### src/ufc_pkg.sv
package ufc_pkg;
  localparam int unsigned UFC_CLK_HZ = 250_000_000;
  localparam int unsigned UFC_BAUD = 115_200;
  localparam int unsigned UFC_BIT_CYCLES = UFC_CLK_HZ / UFC_BAUD;
  localparam int UFC_CNT_W = 16;
  localparam int UFC_ADDR_W = 14;
  // register indices; byte address is four times the index
  localparam logic [11:0] UFC_IDX_DATA = 12'hf40;
  localparam logic [11:0] UFC_IDX_STAT0 = 12'hf41;
  localparam logic [11:0] UFC_IDX_CTRL_A = 12'hf42;
  localparam logic [11:0] UFC_IDX_CTRL_B = 12'hf43;
  localparam logic [11:0] UFC_IDX_STAT_EXT = 12'hf44;
  localparam logic [11:0] UFC_IDX_ADDR_CMP = 12'hf45;
  localparam logic [7:0] UFC_CTRL_A_RST = 8'h00;
  localparam logic [7:0] UFC_CTRL_B_RST = 8'h00;
  localparam logic [7:0] UFC_ADDR_CMP_RST = 8'h00;
  // uart_ctrl_a fields
  localparam int UFC_A_TX_EN = 7;
  localparam int UFC_A_RX_EN = 6;
  localparam int UFC_A_FLOW = 5;
  localparam int UFC_A_PAR_ON = 4;
  localparam int UFC_A_PAR_ODD = 3;
  localparam int UFC_A_BREAK = 2;
  localparam int UFC_A_STOP2 = 1;
  localparam int UFC_A_LOOP = 0;
  // uart_ctrl_b fields
  localparam int UFC_B_MODE_HI = 7;
  localparam int UFC_B_NINE = 6;
  localparam int UFC_B_MODE_LO = 5;
  localparam int UFC_B_TX_NINTH = 4;
  localparam int UFC_B_DRV_POL = 3;
  // uart_status_ext fields
  localparam int UFC_S_FRAME = 1;
  localparam int UFC_S_NINTH = 0;
  localparam logic [1:0] UFC_RESP_OKAY = 2'b00;
  localparam logic [1:0] UFC_RESP_SLVERR = 2'b10;

  typedef enum logic [1:0] {
    UFC_FILT_ALL = 2'b00,
    UFC_FILT_ADDR = 2'b01,
    UFC_FILT_MATCH_RUN = 2'b10,
    UFC_FILT_MATCH_DATA = 2'b11
  } ufc_filter_t;

  typedef enum logic [4:0] {
    UFC_ST_IDLE = 5'b00001,
    UFC_ST_START = 5'b00010,
    UFC_ST_DATA = 5'b00100,
    UFC_ST_EXTRA = 5'b01000,
    UFC_ST_STOP = 5'b10000
  } ufc_state_t;

  // parity bit for 8 data bits, even when odd is 0
  function automatic logic ufc_parity(input logic [7:0] d, input logic odd);
    return (^d) ^ odd;
  endfunction
endpackage

### src/ufc_rx_if.sv
`timescale 1ns/1ps
interface ufc_rx_if;
  logic enable;
  logic extra_on;
  logic line;
  logic valid;
  logic [7:0] data;
  logic extra;
  logic frame_err;
  modport rx (input enable, input extra_on, input line,
              output valid, output data, output extra, output frame_err);
  modport core (output enable, output extra_on, output line,
                input valid, input data, input extra, input frame_err);
endinterface

### src/ufc_rx.sv
`timescale 1ns/1ps
module ufc_rx #(
  parameter int unsigned BIT_CYCLES = ufc_pkg::UFC_BIT_CYCLES
) (
  input wire logic aclk,
  input wire logic aresetn,
  ufc_rx_if.rx port
);
  import ufc_pkg::*;

  ufc_state_t state_reg;
  logic [UFC_CNT_W-1:0] cnt_reg;
  logic [2:0] bit_reg;
  logic [7:0] shift_reg;

  // receiver idles while disabled
  always_ff @(posedge aclk)
  begin
    if (!aresetn || !port.enable)
    begin
      state_reg <= UFC_ST_IDLE;
      cnt_reg <= '0;
      bit_reg <= '0;
      shift_reg <= '0;
      port.valid <= 1'b0;
      port.data <= '0;
      port.extra <= 1'b0;
      port.frame_err <= 1'b0;
    end
    else
    begin
      port.valid <= 1'b0;
      if (state_reg != UFC_ST_IDLE && cnt_reg != '0)
      begin
        cnt_reg <= cnt_reg - 1'b1;
      end
      else
      begin
        unique case (state_reg)
          UFC_ST_IDLE:
          begin
            if (!port.line)
            begin
              state_reg <= UFC_ST_START;
              cnt_reg <= UFC_CNT_W'(BIT_CYCLES / 2 - 1);
            end
          end
          UFC_ST_START:
          begin
            state_reg <= port.line ? UFC_ST_IDLE : UFC_ST_DATA;
            cnt_reg <= UFC_CNT_W'(BIT_CYCLES - 1);
            bit_reg <= '0;
          end
          UFC_ST_DATA:
          begin
            shift_reg <= {port.line, shift_reg[7:1]};
            cnt_reg <= UFC_CNT_W'(BIT_CYCLES - 1);
            bit_reg <= bit_reg + 1'b1;
            if (bit_reg == 3'd7)
            begin
              state_reg <= port.extra_on ? UFC_ST_EXTRA : UFC_ST_STOP;
            end
          end
          UFC_ST_EXTRA:
          begin
            port.extra <= port.line;
            cnt_reg <= UFC_CNT_W'(BIT_CYCLES - 1);
            state_reg <= UFC_ST_STOP;
          end
          UFC_ST_STOP:
          begin
            port.data <= shift_reg;
            port.frame_err <= !port.line;
            port.valid <= 1'b1;
            state_reg <= UFC_ST_IDLE;
          end
        endcase
      end
    end
  end
endmodule

### src/ufc_top.sv
`timescale 1ns/1ps
// Function
// - frame start flag marks first data byte of frame; cleared by data read
// - rx ninth bit holds last received multiprocessor bit; cleared by data read
// - transmitter runs only with enable set, and clear-to-send low when gated
// - clear-to-send ignored unless flow gating set, then acts as transmit enable
// - receiver works only while its enable bit is one
// - parity adds a bit on transmit and receive; nine-bit mode overrides it
// - parity sense zero gives even, one gives odd, both directions
// - send break forces transmit line low outside loopback; a character in progress keeps shifting underneath
// - stop count zero gives one stop bit, one gives two
// - loopback routes transmitted data into the receiver
// - nine-bit enable selects multiprocessor format
// - filter 00: every received byte requests interrupt
// - filter 01: only address bytes request interrupt
// - filter 10: matching address and following data bytes until mismatch
// - filter 11: data bytes after a matching address only
// - in nine-bit mode transmit ninth bit control is sent as ninth bit
// - line driver enable active high with polarity zero, low with one
// - upper filter bit compares address bytes; data available only on match
module ufc_top #(
  parameter int unsigned BIT_CYCLES = ufc_pkg::UFC_BIT_CYCLES
) (
  input wire logic aclk,
  input wire logic aresetn,
  input wire logic awvalid,
  output logic awready,
  input wire logic [ufc_pkg::UFC_ADDR_W-1:0] awaddr,
  input wire logic wvalid,
  output logic wready,
  input wire logic [31:0] wdata,
  input wire logic [3:0] wstrb,
  output logic bvalid,
  input wire logic bready,
  output logic [1:0] bresp,
  input wire logic arvalid,
  output logic arready,
  input wire logic [ufc_pkg::UFC_ADDR_W-1:0] araddr,
  output logic rvalid,
  input wire logic rready,
  output logic [31:0] rdata,
  output logic [1:0] rresp,
  input wire logic rxd,
  output logic txd,
  input wire logic cts_n,
  output logic line_driver_enable,
  output logic rx_data_irq
);
  import ufc_pkg::*;

  logic rxd_meta_reg;
  logic rxd_sync_reg;
  logic cts_meta_reg;
  logic cts_sync_reg;
  logic [7:0] ctrl_a_reg;
  logic [7:0] ctrl_b_reg;
  logic [7:0] addr_cmp_reg;
  logic [7:0] tx_hold_reg;
  logic tx_hold_full_reg;
  logic [7:0] rx_data_reg;
  logic rda_reg;
  logic perr_reg;
  logic ferr_reg;
  logic ovr_reg;
  logic frame_start_reg;
  logic rx_ninth_reg;
  logic match_reg;
  logic first_pending_reg;
  logic aw_held_reg;
  logic [11:0] aw_idx_reg;
  logic w_held_reg;
  logic [7:0] w_data_reg;
  logic w_lane0_reg;
  logic bvalid_reg;
  logic [1:0] bresp_reg;
  logic rvalid_reg;
  logic [31:0] rdata_reg;
  logic [1:0] rresp_reg;
  ufc_state_t tx_state_reg;
  logic [UFC_CNT_W-1:0] tx_cnt_reg;
  logic [2:0] tx_bit_reg;
  logic [7:0] tx_shift_reg;
  logic tx_extra_reg;
  logic tx_line_reg;
  logic tx_stop_left_reg;
  logic txd_reg;
  logic de_reg;

  logic tx_enable;
  logic rx_enable;
  logic flow_gate_on;
  logic parity_on;
  logic parity_odd;
  logic force_break_out;
  logic two_stop;
  logic loopback_on;
  logic nine_bit_mode_on;
  logic tx_ninth_bit;
  logic driver_polarity;
  logic [1:0] mp_irq_filter_mode;
  logic tx_run;
  logic tx_take;
  logic tx_line_int;
  logic wr_fire;
  logic wr_lane;
  logic rd_fire;
  logic [11:0] rd_idx;
  logic rx_read;
  logic rx_is_addr;
  logic rx_hit;
  logic rx_accept;
  logic rx_perr;

  ufc_rx_if rx_bus();

  ufc_rx #(.BIT_CYCLES(BIT_CYCLES)) u_rx (
    .aclk(aclk),
    .aresetn(aresetn),
    .port(rx_bus.rx)
  );

  function automatic logic idx_mapped(input logic [11:0] idx);
    return idx >= UFC_IDX_DATA && idx <= UFC_IDX_ADDR_CMP;
  endfunction

  assign tx_enable = ctrl_a_reg[UFC_A_TX_EN];
  assign rx_enable = ctrl_a_reg[UFC_A_RX_EN];
  assign flow_gate_on = ctrl_a_reg[UFC_A_FLOW];
  assign parity_on = ctrl_a_reg[UFC_A_PAR_ON];
  assign parity_odd = ctrl_a_reg[UFC_A_PAR_ODD];
  assign force_break_out = ctrl_a_reg[UFC_A_BREAK];
  assign two_stop = ctrl_a_reg[UFC_A_STOP2];
  assign loopback_on = ctrl_a_reg[UFC_A_LOOP];
  assign nine_bit_mode_on = ctrl_b_reg[UFC_B_NINE];
  assign tx_ninth_bit = ctrl_b_reg[UFC_B_TX_NINTH];
  assign driver_polarity = ctrl_b_reg[UFC_B_DRV_POL];
  assign mp_irq_filter_mode = {ctrl_b_reg[UFC_B_MODE_HI], ctrl_b_reg[UFC_B_MODE_LO]};

  // pin synchronisers
  always_ff @(posedge aclk)
  begin
    if (!aresetn)
    begin
      rxd_meta_reg <= 1'b1;
      rxd_sync_reg <= 1'b1;
      cts_meta_reg <= 1'b1;
      cts_sync_reg <= 1'b1;
    end
    else
    begin
      rxd_meta_reg <= rxd;
      rxd_sync_reg <= rxd_meta_reg;
      cts_meta_reg <= cts_n;
      cts_sync_reg <= cts_meta_reg;
    end
  end

  // bus handshakes
  assign awready = !aw_held_reg;
  assign wready = !w_held_reg;
  assign bvalid = bvalid_reg;
  assign bresp = bresp_reg;
  assign arready = !rvalid_reg;
  assign rvalid = rvalid_reg;
  assign rdata = rdata_reg;
  assign rresp = rresp_reg;
  assign wr_fire = aw_held_reg && w_held_reg && !bvalid_reg;
  assign wr_lane = wr_fire && w_lane0_reg;
  assign rd_fire = arvalid && !rvalid_reg;
  assign rd_idx = araddr[UFC_ADDR_W-1:2];
  assign rx_read = rd_fire && rd_idx == UFC_IDX_DATA;

  always_ff @(posedge aclk)
  begin
    if (!aresetn)
    begin
      aw_held_reg <= 1'b0;
      aw_idx_reg <= '0;
      w_held_reg <= 1'b0;
      w_data_reg <= '0;
      w_lane0_reg <= 1'b0;
      bvalid_reg <= 1'b0;
      bresp_reg <= UFC_RESP_OKAY;
    end
    else
    begin
      if (awvalid && !aw_held_reg)
      begin
        aw_held_reg <= 1'b1;
        aw_idx_reg <= awaddr[UFC_ADDR_W-1:2];
      end
      if (wvalid && !w_held_reg)
      begin
        w_held_reg <= 1'b1;
        w_data_reg <= wdata[7:0];
        w_lane0_reg <= wstrb[0];
      end
      if (wr_fire)
      begin
        aw_held_reg <= 1'b0;
        w_held_reg <= 1'b0;
        bvalid_reg <= 1'b1;
        bresp_reg <= idx_mapped(aw_idx_reg) ? UFC_RESP_OKAY : UFC_RESP_SLVERR;
      end
      else if (bvalid_reg && bready)
      begin
        bvalid_reg <= 1'b0;
      end
    end
  end

  always_ff @(posedge aclk)
  begin
    if (!aresetn)
    begin
      rvalid_reg <= 1'b0;
      rdata_reg <= '0;
      rresp_reg <= UFC_RESP_OKAY;
    end
    else if (rd_fire)
    begin
      rvalid_reg <= 1'b1;
      rresp_reg <= idx_mapped(rd_idx) ? UFC_RESP_OKAY : UFC_RESP_SLVERR;
      unique case (rd_idx)
        UFC_IDX_DATA: rdata_reg <= {24'h000000, rx_data_reg};
        UFC_IDX_STAT0: rdata_reg <= {24'h000000, rda_reg, perr_reg, ovr_reg, ferr_reg, 1'b0,
                                     !tx_hold_full_reg, tx_state_reg == UFC_ST_IDLE, cts_sync_reg};
        UFC_IDX_CTRL_A: rdata_reg <= {24'h000000, ctrl_a_reg};
        UFC_IDX_CTRL_B: rdata_reg <= {24'h000000, ctrl_b_reg};
        UFC_IDX_STAT_EXT: rdata_reg <= {30'h00000000, frame_start_reg, rx_ninth_reg};
        UFC_IDX_ADDR_CMP: rdata_reg <= {24'h000000, addr_cmp_reg};
        default: rdata_reg <= '0;
      endcase
    end
    else if (rvalid_reg && rready)
    begin
      rvalid_reg <= 1'b0;
    end
  end

  // control registers; bits 7 to 2 of status_ext are not stored
  always_ff @(posedge aclk)
  begin
    if (!aresetn)
    begin
      ctrl_a_reg <= UFC_CTRL_A_RST;
      ctrl_b_reg <= UFC_CTRL_B_RST;
      addr_cmp_reg <= UFC_ADDR_CMP_RST;
    end
    else if (wr_lane)
    begin
      if (aw_idx_reg == UFC_IDX_CTRL_A)
      begin
        ctrl_a_reg <= w_data_reg;
      end
      if (aw_idx_reg == UFC_IDX_CTRL_B)
      begin
        ctrl_b_reg <= w_data_reg;
      end
      if (aw_idx_reg == UFC_IDX_ADDR_CMP)
      begin
        addr_cmp_reg <= w_data_reg;
      end
    end
  end

  // transmitter
  assign tx_run = tx_enable && (!flow_gate_on || !cts_sync_reg);
  assign tx_take = tx_run && tx_state_reg == UFC_ST_IDLE && tx_hold_full_reg;

  always_ff @(posedge aclk)
  begin
    if (!aresetn)
    begin
      tx_hold_reg <= '0;
      tx_hold_full_reg <= 1'b0;
    end
    else if (wr_lane && aw_idx_reg == UFC_IDX_DATA && (!tx_hold_full_reg || tx_take))
    begin
      tx_hold_reg <= w_data_reg;
      tx_hold_full_reg <= 1'b1;
    end
    else if (tx_take)
    begin
      tx_hold_full_reg <= 1'b0;
    end
  end

  always_ff @(posedge aclk)
  begin
    if (!aresetn)
    begin
      tx_state_reg <= UFC_ST_IDLE;
      tx_cnt_reg <= '0;
      tx_bit_reg <= '0;
      tx_shift_reg <= '0;
      tx_extra_reg <= 1'b0;
      tx_line_reg <= 1'b1;
      tx_stop_left_reg <= 1'b0;
    end
    else if (tx_run)
    begin
      if (tx_state_reg != UFC_ST_IDLE && tx_cnt_reg != '0)
      begin
        tx_cnt_reg <= tx_cnt_reg - 1'b1;
      end
      else
      begin
        tx_cnt_reg <= UFC_CNT_W'(BIT_CYCLES - 1);
        unique case (tx_state_reg)
          UFC_ST_IDLE:
          begin
            if (tx_hold_full_reg)
            begin
              tx_shift_reg <= tx_hold_reg;
              tx_extra_reg <= nine_bit_mode_on ? tx_ninth_bit
                            : ufc_parity(tx_hold_reg, parity_odd);
              tx_line_reg <= 1'b0;
              tx_state_reg <= UFC_ST_START;
            end
          end
          UFC_ST_START:
          begin
            tx_line_reg <= tx_shift_reg[0];
            tx_bit_reg <= '0;
            tx_state_reg <= UFC_ST_DATA;
          end
          UFC_ST_DATA:
          begin
            tx_shift_reg <= tx_shift_reg >> 1;
            tx_bit_reg <= tx_bit_reg + 1'b1;
            tx_stop_left_reg <= two_stop;
            if (tx_bit_reg != 3'd7)
            begin
              tx_line_reg <= tx_shift_reg[1];
            end
            else if (nine_bit_mode_on || parity_on)
            begin
              tx_line_reg <= tx_extra_reg;
              tx_state_reg <= UFC_ST_EXTRA;
            end
            else
            begin
              tx_line_reg <= 1'b1;
              tx_state_reg <= UFC_ST_STOP;
            end
          end
          UFC_ST_EXTRA:
          begin
            tx_line_reg <= 1'b1;
            tx_state_reg <= UFC_ST_STOP;
          end
          UFC_ST_STOP:
          begin
            tx_stop_left_reg <= 1'b0;
            if (!tx_stop_left_reg)
            begin
              tx_state_reg <= UFC_ST_IDLE;
            end
          end
        endcase
      end
    end
  end

  assign tx_line_int = force_break_out ? 1'b0 : tx_line_reg;

  always_ff @(posedge aclk)
  begin
    if (!aresetn)
    begin
      txd_reg <= 1'b1;
      de_reg <= 1'b0;
    end
    else
    begin
      txd_reg <= loopback_on ? 1'b1 : tx_line_int;
      de_reg <= (tx_state_reg != UFC_ST_IDLE) ^ driver_polarity;
    end
  end

  assign txd = txd_reg;
  assign line_driver_enable = de_reg;

  // receiver configuration and result handling
  assign rx_bus.enable = rx_enable;
  assign rx_bus.extra_on = nine_bit_mode_on || parity_on;
  assign rx_bus.line = loopback_on ? tx_line_int : rxd_sync_reg;
  assign rx_is_addr = nine_bit_mode_on && rx_bus.extra;
  assign rx_hit = rx_bus.data == addr_cmp_reg;
  assign rx_perr = !nine_bit_mode_on && parity_on
                   && rx_bus.extra != ufc_parity(rx_bus.data, parity_odd);

  always_comb
  begin
    rx_accept = 1'b1;
    if (nine_bit_mode_on)
    begin
      unique case (mp_irq_filter_mode)
        UFC_FILT_ALL: rx_accept = 1'b1;
        UFC_FILT_ADDR: rx_accept = rx_is_addr;
        UFC_FILT_MATCH_RUN: rx_accept = rx_is_addr ? rx_hit : match_reg;
        UFC_FILT_MATCH_DATA: rx_accept = !rx_is_addr && match_reg;
      endcase
    end
  end

  always_ff @(posedge aclk)
  begin
    if (!aresetn)
    begin
      match_reg <= 1'b0;
      first_pending_reg <= 1'b0;
    end
    else if (rx_bus.valid && nine_bit_mode_on)
    begin
      first_pending_reg <= rx_is_addr;
      if (rx_is_addr)
      begin
        match_reg <= rx_hit;
      end
    end
  end

  // clears first, so a byte landing with a read is kept
  always_ff @(posedge aclk)
  begin
    if (!aresetn)
    begin
      rx_data_reg <= '0;
      rda_reg <= 1'b0;
      perr_reg <= 1'b0;
      ferr_reg <= 1'b0;
      ovr_reg <= 1'b0;
      frame_start_reg <= 1'b0;
      rx_ninth_reg <= 1'b0;
    end
    else
    begin
      if (rx_read)
      begin
        rda_reg <= 1'b0;
        perr_reg <= 1'b0;
        ferr_reg <= 1'b0;
        ovr_reg <= 1'b0;
        frame_start_reg <= 1'b0;
        rx_ninth_reg <= 1'b0;
      end
      if (wr_lane && aw_idx_reg == UFC_IDX_STAT_EXT)
      begin
        frame_start_reg <= w_data_reg[UFC_S_FRAME];
      end
      if (rx_bus.valid)
      begin
        rx_ninth_reg <= rx_is_addr;
      end
      if (rx_bus.valid && rx_accept)
      begin
        rx_data_reg <= rx_bus.data;
        rda_reg <= 1'b1;
        ovr_reg <= rda_reg && !rx_read;
        perr_reg <= rx_perr;
        ferr_reg <= rx_bus.frame_err;
        frame_start_reg <= !rx_is_addr && first_pending_reg;
      end
    end
  end

  assign rx_data_irq = rda_reg;
endmodule
### config.mk
export PLATFORM = sky130hd
export DESIGN_NAME = ufc_top
export DESIGN_NICKNAME = d
export VERILOG_FILES = /design/src/ufc_pkg.sv /design/src/ufc_rx_if.sv /design/src/ufc_rx.sv /design/src/ufc_top.sv
export SDC_FILE = /design/constraint.sdc
export NUM_CORES = 1
export LEC_CHECK = 0
export BUFFER_PORTS_ARGS = -buffer_cell sky130_fd_sc_hd__buf_2
export CAP_MARGIN = 20
export CORE_MARGIN = 2
export CORE_UTILIZATION = 25
export DETAILED_ROUTE_END_ITERATION = 10
export MAX_ROUTING_LAYER = met4
export PLACE_DENSITY_LB_ADDON = 0.08
export RECOVER_POWER = 25
export SYNTH_ARGS = -nofsm -noshare
export SYNTH_HDL_FRONTEND = slang
export SYNTH_SLANG_ARGS = --single-unit
### constraint.sdc
create_clock -name aclk -period 2.07 [get_ports aclk]
set_input_delay 0.207 -clock aclk [delete_from_list [all_inputs] [get_ports aclk]]
set_output_delay 0.207 -clock aclk [all_outputs]
set_load 0.02 [all_outputs]
# ---- Word-level counts from Yosys, hierarchy flattened
# Cells that the tools add are included.
dict set report op_classes {
  eq_ne 36
  magnitude_cmp 4
  add_sub_neg 4
  n_reduce_logical 80
  bitwise 6
  n_mux 46
}
# operator n
set ops {}
lappend ops {{$eq 12x12->1 const B} 11}
lappend ops {{$pmux 5 s5} 2}
lappend ops {{$mux 16} 3}
lappend ops {{$pmux 8 s6} 1}
lappend ops {{$pmux 16 s2} 1}
lappend ops {{$reduce_bool 16->1} 2}
lappend ops {{$sub 16x1->16 const B} 2}
lappend ops {{$mux 5} 6}
lappend ops {{$logic_and 1x1->1} 27}
lappend ops {{$ge 12x12->1 const B} 2}
lappend ops {{$le 12x12->1 const B} 2}
lappend ops {{$mux 1} 23}
lappend ops {{$reduce_bool 2->1} 9}
lappend ops {{$pmux 8 s2} 1}
lappend ops {{$reduce_and 2->1} 8}
lappend ops {{$reduce_xor 8->1} 2}
lappend ops {{$logic_not 1->1} 13}
lappend ops {{$pmux 3 s2} 2}
lappend ops {{$reduce_and 4->1} 3}
lappend ops {{$eq 5x1->1 const B} 2}
lappend ops {{$eq 5x2->1 const B} 2}
lappend ops {{$eq 5x3->1 const B} 2}
lappend ops {{$eq 5x4->1 const B} 2}
lappend ops {{$eq 5x5->1 const B} 2}
lappend ops {{25 further kinds} 46}
dict set report word_totals {
  wordCells 221
  reg_bits 194
  out_inout_bits 44
  inputBits 73
}

# ---- Logic depth before layout (Yosys ltp)
dict set report depth {
  depth_word 8
  ltp_mapped 9
  ltp_nobuf 8
}

# ---- By module
# Synthesis repeated with hierarchy kept, for this count alone.
dict set report unflattened {
  hier_cells 894
  area_unflattened_um2 7963.9
}
# mod seq_area_each_um2 area_per_inst_um2 instances cells_each
set modules_own_cells {}
lappend modules_own_cells {ufc_top 2502.4 5878.1 1 662}
lappend modules_own_cells {ufc_rx 860.8 2085.8 1 232}

# ---- Worst setup path before layout
# Ideal clock, no wire load.
dict set report synth_path {
  kind {register -> register}
  startpoint {register u_rx.cnt_reg[0]}
  endpoint {register u_rx.cnt_reg[13]}
  stages_incl_launch_ff 10
  setup_slack_ns 0.198
  setup_ns 0.123
  arrival_time_ns 1.748
  synth_period_minus_slack_ns 1.872
  path_cell_list {dfxtp_1 inv_1 ha_1 nor4b_1 nand4_1 a211o_1 buf_2 nand4b_1 xor2_1 nor2_1}
}
dict set report synth_between {
  elab_chain_len 4
  word_cells_on_any_way 7
  cone_classes {add/sub (1); eq/ne (1); mux (1); reduce/logical (4)}
}
# element line_no
set synth_rtl {}
lappend synth_rtl {{start, declared} ufc_rx.sv:12} ;# logic [UFC_CNT_W-1:0] cnt_reg;
lappend synth_rtl {{start signal, assigned} ufc_rx.sv:35} ;# cnt_reg <= cnt_reg - 1'b1;
lappend synth_rtl {{start signal, assigned} ufc_rx.sv:45} ;# cnt_reg <= UFC_CNT_W'(BIT_CYCLES / 2 - 1);
lappend synth_rtl {{start signal, assigned} ufc_rx.sv:51} ;# cnt_reg <= UFC_CNT_W'(BIT_CYCLES - 1);
lappend synth_rtl {{branches (longest 4 deep; another with $sub 16x1->16)} --}
# Several ways; the timed one is not identified.
# A chain may end at the register's enable or synchronous reset.

# ---- Final worst setup path
dict set report layout_path {
  startpoint {register ctrl_b_reg[6]}
  endpoint {register rx_data_reg[0]}
}
dict set report layout_between {
  elab_chain_len 6
  word_cells_on_any_way 7
  cone_classes {mux (3); reduce/logical (4)}
}
# element line_no
set layout_rtl {}
lappend layout_rtl {{start, declared} ufc_top.sv:56} ;# logic [7:0] ctrl_b_reg;
lappend layout_rtl {{start signal, assigned} ufc_top.sv:258} ;# ctrl_b_reg <= w_data_reg;
lappend layout_rtl {{$logic_and 1x1->1} ufc_top.sv:389} ;# assign rx_is_addr = nine_bit_mode_on && rx_bus.extra;
lappend layout_rtl {{$logic_not 1->1} ufc_top.sv:403} ;# UFC_FILT_MATCH_DATA: rx_accept = !rx_is_addr && match_reg;
lappend layout_rtl {{$logic_and 1x1->1} ufc_top.sv:403}
lappend layout_rtl {{$pmux 1 s4} ufc_top.sv:399} ;# unique case (mp_irq_filter_mode)
lappend layout_rtl {{$mux 1 *} ufc_top.sv:397} ;# if (nine_bit_mode_on)
lappend layout_rtl {{$logic_and 1x1->1 *} ufc_top.sv:457} ;# if (rx_bus.valid && rx_accept)
lappend layout_rtl {{end signal, assigned} ufc_top.sv:459} ;# rx_data_reg <= rx_bus.data;
lappend layout_rtl {{end, declared} ufc_top.sv:60} ;# logic [7:0] rx_data_reg;
# Every way passes the cells marked *; elsewhere a longest branch is shown, timed or not.

==> results.toml <==
[power]
ir_drop_mv = 0.585
seqPwrFrac_pct = 46.1
p_sw_share_pct = 25.3
cellInternalPower_w = 0.00535
power.share.clock_pct = 48.7
p_leak_nw = 4.12
net-switching-power_w = 0.00182
p_per_area_nw_per_um2 = 729
p_total_w = 0.00717
pwr-share-comb_pct = 5.1

[logic_synthesis]
syn_inst = 902
yosysWarnings = 0
synthArstFlopShare_pct = 0
ys.flop_type = "dfxtp_1"
syn_avg_cell_area_sq_um = 8.68
synth_area_leaders = "dfxtp_1 43%, mux2i_1 9.3%, nor2_1 5.8%"
synth_top_cell_by_area = "dfxtp_1"
synth_cell_types = 72
synth_edf_count = 0
post_synth_instance_area_sq_um = 7830
yosysSeqAreaShare_pct = 43.0
ys_seq_elements = 168
synth_top_area_share_pct = 43.0

[final_layout]
nNetsFinal = 1113
instances_no_fill = 1441
fillers = 3277
finish.utilization_pct = 32.0
antennaDiodeCount = 0
layout-drive-gt1-share_pct = 17.0
syn_to_final_growth_pct = 25.6

[routing]
viasPerCell = 4.54
drt_iter0_drc = 306
first_pass_iters = 6
antenna_left = 0
drc = 0
dr_total_vias = 6549
wl_per_cell_um = 16.0
drt-total-wl_um = 23100

[critical_path]
cp_cell_sequence = "clkbuf_1 > a21oi_1 > a41oi_2 > buf_4 > mux2i_1 > nor2_1"
cp.required_ns = 2.40
crit_family = "buffers and inverters"
worst_setup_path_start_kind = "flip-flop"
arrival_ns = 2.27
worstSetupPathType = "reg -> reg"
crit_fanout = 8
crit_path_max_incr_delay_ns = 0.43
slowest_stage = "clkbuf_1"
end_kind = "flip-flop"
crit_buf_inv = 2

[cts]
clock-sinks = 168
cts.path.max_buffers = 2
cts-root-buf = "clkbuf_16"
cts_tree = "done"
htree_num_levels = 4
clk_pin_slew_ns = 0.08
cts_made_buffers = 17
clk_latency_ns = 0.45
cts_setup_buffers = 0

[global_route]
grt-ovfl-total = 0
grt_pass1_vias = 6492
grt_first_pass_wirelength_um = 37000
grt_max_degree = 43
antenna_found_initial = 0
grt_util_all_layers_pct = 15.0

[sta]
finClkSkew_ns = 0.0144
hold_viol_final = 0
worstMarginPinSlew_ns = 0.671
fin_crit_sh_pct = 93.3
slew-limit-headroom_pct = 55.1
clock.fmax_mhz = 518
rsz0062_at_grt = "no"
setup_viol = 0
drv_slew = 0
final.min_clock_period_ns = 1.93

[job]
cap_violations = 0

[die]
ios = 117
core_sq_um = 30700
die_y_um = 181
start_util_pct = 25.5
rows = 64
dieArea_sq_um = 32800
die_width_um = 181

[placement]
gp_congestion = 0.784
dp.cells = 1391
dp_hpwl_um = 17200
portBuffers = 59

[outcome]
status = "finished, final reports clean"

[worst_hold_path]
hold_path_class = "in -> reg"
==> cell type report <==
class	instances	area (sq um)	share of cell area, %
repair buffers	157	1090	11.1
clock buffers	17	425	4.32
flip-flops and latches	168	3360	34.2
inverters	15	56.3	0.572
well taps	396	495	5.04
multi-input cells	673	4200	42.7
clock inverters	15	201	2.05
==> cell usage after synthesis (all sizes together) (5+ instances only) <==
library cell / instances
nor2: 121
nor3: 20
nand2: 110
o31ai: 10
inv: 15
dfxtp: 168
or3: 8
and2: 5
buf: 46
a21oi: 53
nand2b: 7
nor2b: 10
mux2i: 73
a211oi: 10
a31oi: 5
nor4: 11
o21ai: 38
xnor2: 27
ha: 8
o41ai: 5
nand4: 11
nand3: 39
xor2: 18
clkbuf: 25
==> power groups by stage <==
| stage | clock network, W | registers [W] | logic [W] |
|---|---|---|---|
| 2_1_floorplan | 0 | 0.00338 | 0.000247 |
| 3_3_place_gp | 0 | 0.00338 | 0.000345 |
| 3_5_place_dp | 0 | 0.00338 | 0.000346 |
| 4_1_cts | 0.00361 | 0.00331 | 0.000374 |
| 5_1_grt | 0.00375 | 0.00331 | 0.000404 |
| 6_report | 0.00350 | 0.00331 | 0.000366 |
==> worst min-delay path, stage by stage <==
cell and delay [ns]:
buf_2 0.11, nand2_1 0.05, a21oi_1 0.05
==> per-layer routing <==
metal,track usage (%),up-vias,wire length (um)
met4,4.88,0,422
met5,-,-,0
met2,22.2,60,10100
li1,-,3371,-
met3,2.52,18,569
met1,20.6,3100,12000
==> timing repair <==
action | CTS | global route
hold buffers | 18 | 0
gates cloned | 0 | 0
endpoints found under the hold margin | 18 | 0
resized for setup | 2 | 13
pin swaps | 0 | 2
setup endpoints to repair | 7 | 52
==> cells in the final DEF (no fill, tap or decap), types with 5 or more instances in the layout <==
cell type,count
buf_2,39
nor2b_1,10
xnor2_1,27
or3_1,7
nand2b_1,7
conb_1,26
nand3_1,39
buf_4,74
nor4_1,6
nand2_1,110
dlygate4sd3_1,18
a211oi_1,9
a21oi_1,53
dfxtp_1,168
nor2_1,119
ha_1,8
inv_6,6
a31oi_1,5
o31ai_1,10
nand4_1,10
xor2_1,18
mux2i_1,72
nor3_1,19
clkbuf_1,22
o21ai_0,32
inv_1,14
clkbuf_16,17
==> cells by family after synthesis <==
kind of cell / share of synthesized area (%)
and+or+nand+nor: 22.2
DFF: 43.0
AOI/OAI and AO/OA: 12.7
buffers and inverters: 5.82
muxes: 9.76
xor gates and xnor gates: 5.32
adders and majority gates: 1.28
other: 0.0479
==> final timing paths <==
path                 startpoint        endpoint  slack, ns  cells after the start
setup reg to reg  ctrl_b_reg[6]  rx_data_reg[0]       0.14                      6
hold reg to reg    rxd_meta_reg    rxd_sync_reg       0.43                      1
hold / removal         wdata[3]   w_data_reg[3]       0.02                      3
setup / recovery  ctrl_b_reg[6]  rx_data_reg[0]       0.14                      6
==> per-stage QoR <==
stage	worst slack (ns)	instance area, sq um	hold WS (ns)	TNS (ns)
floorplan	0.198	7920	0.306	0
global placement	-0.0516	8970	0.392	-0.146
detailed placement	-0.0308	8970	0.397	-0.117
CTS	0.0126	9790	0.0000170	0
global route	0.00302	9840	0.00193	0
finish	0.138	9840	0.0155	0
(Power assumes the default switching activity.)
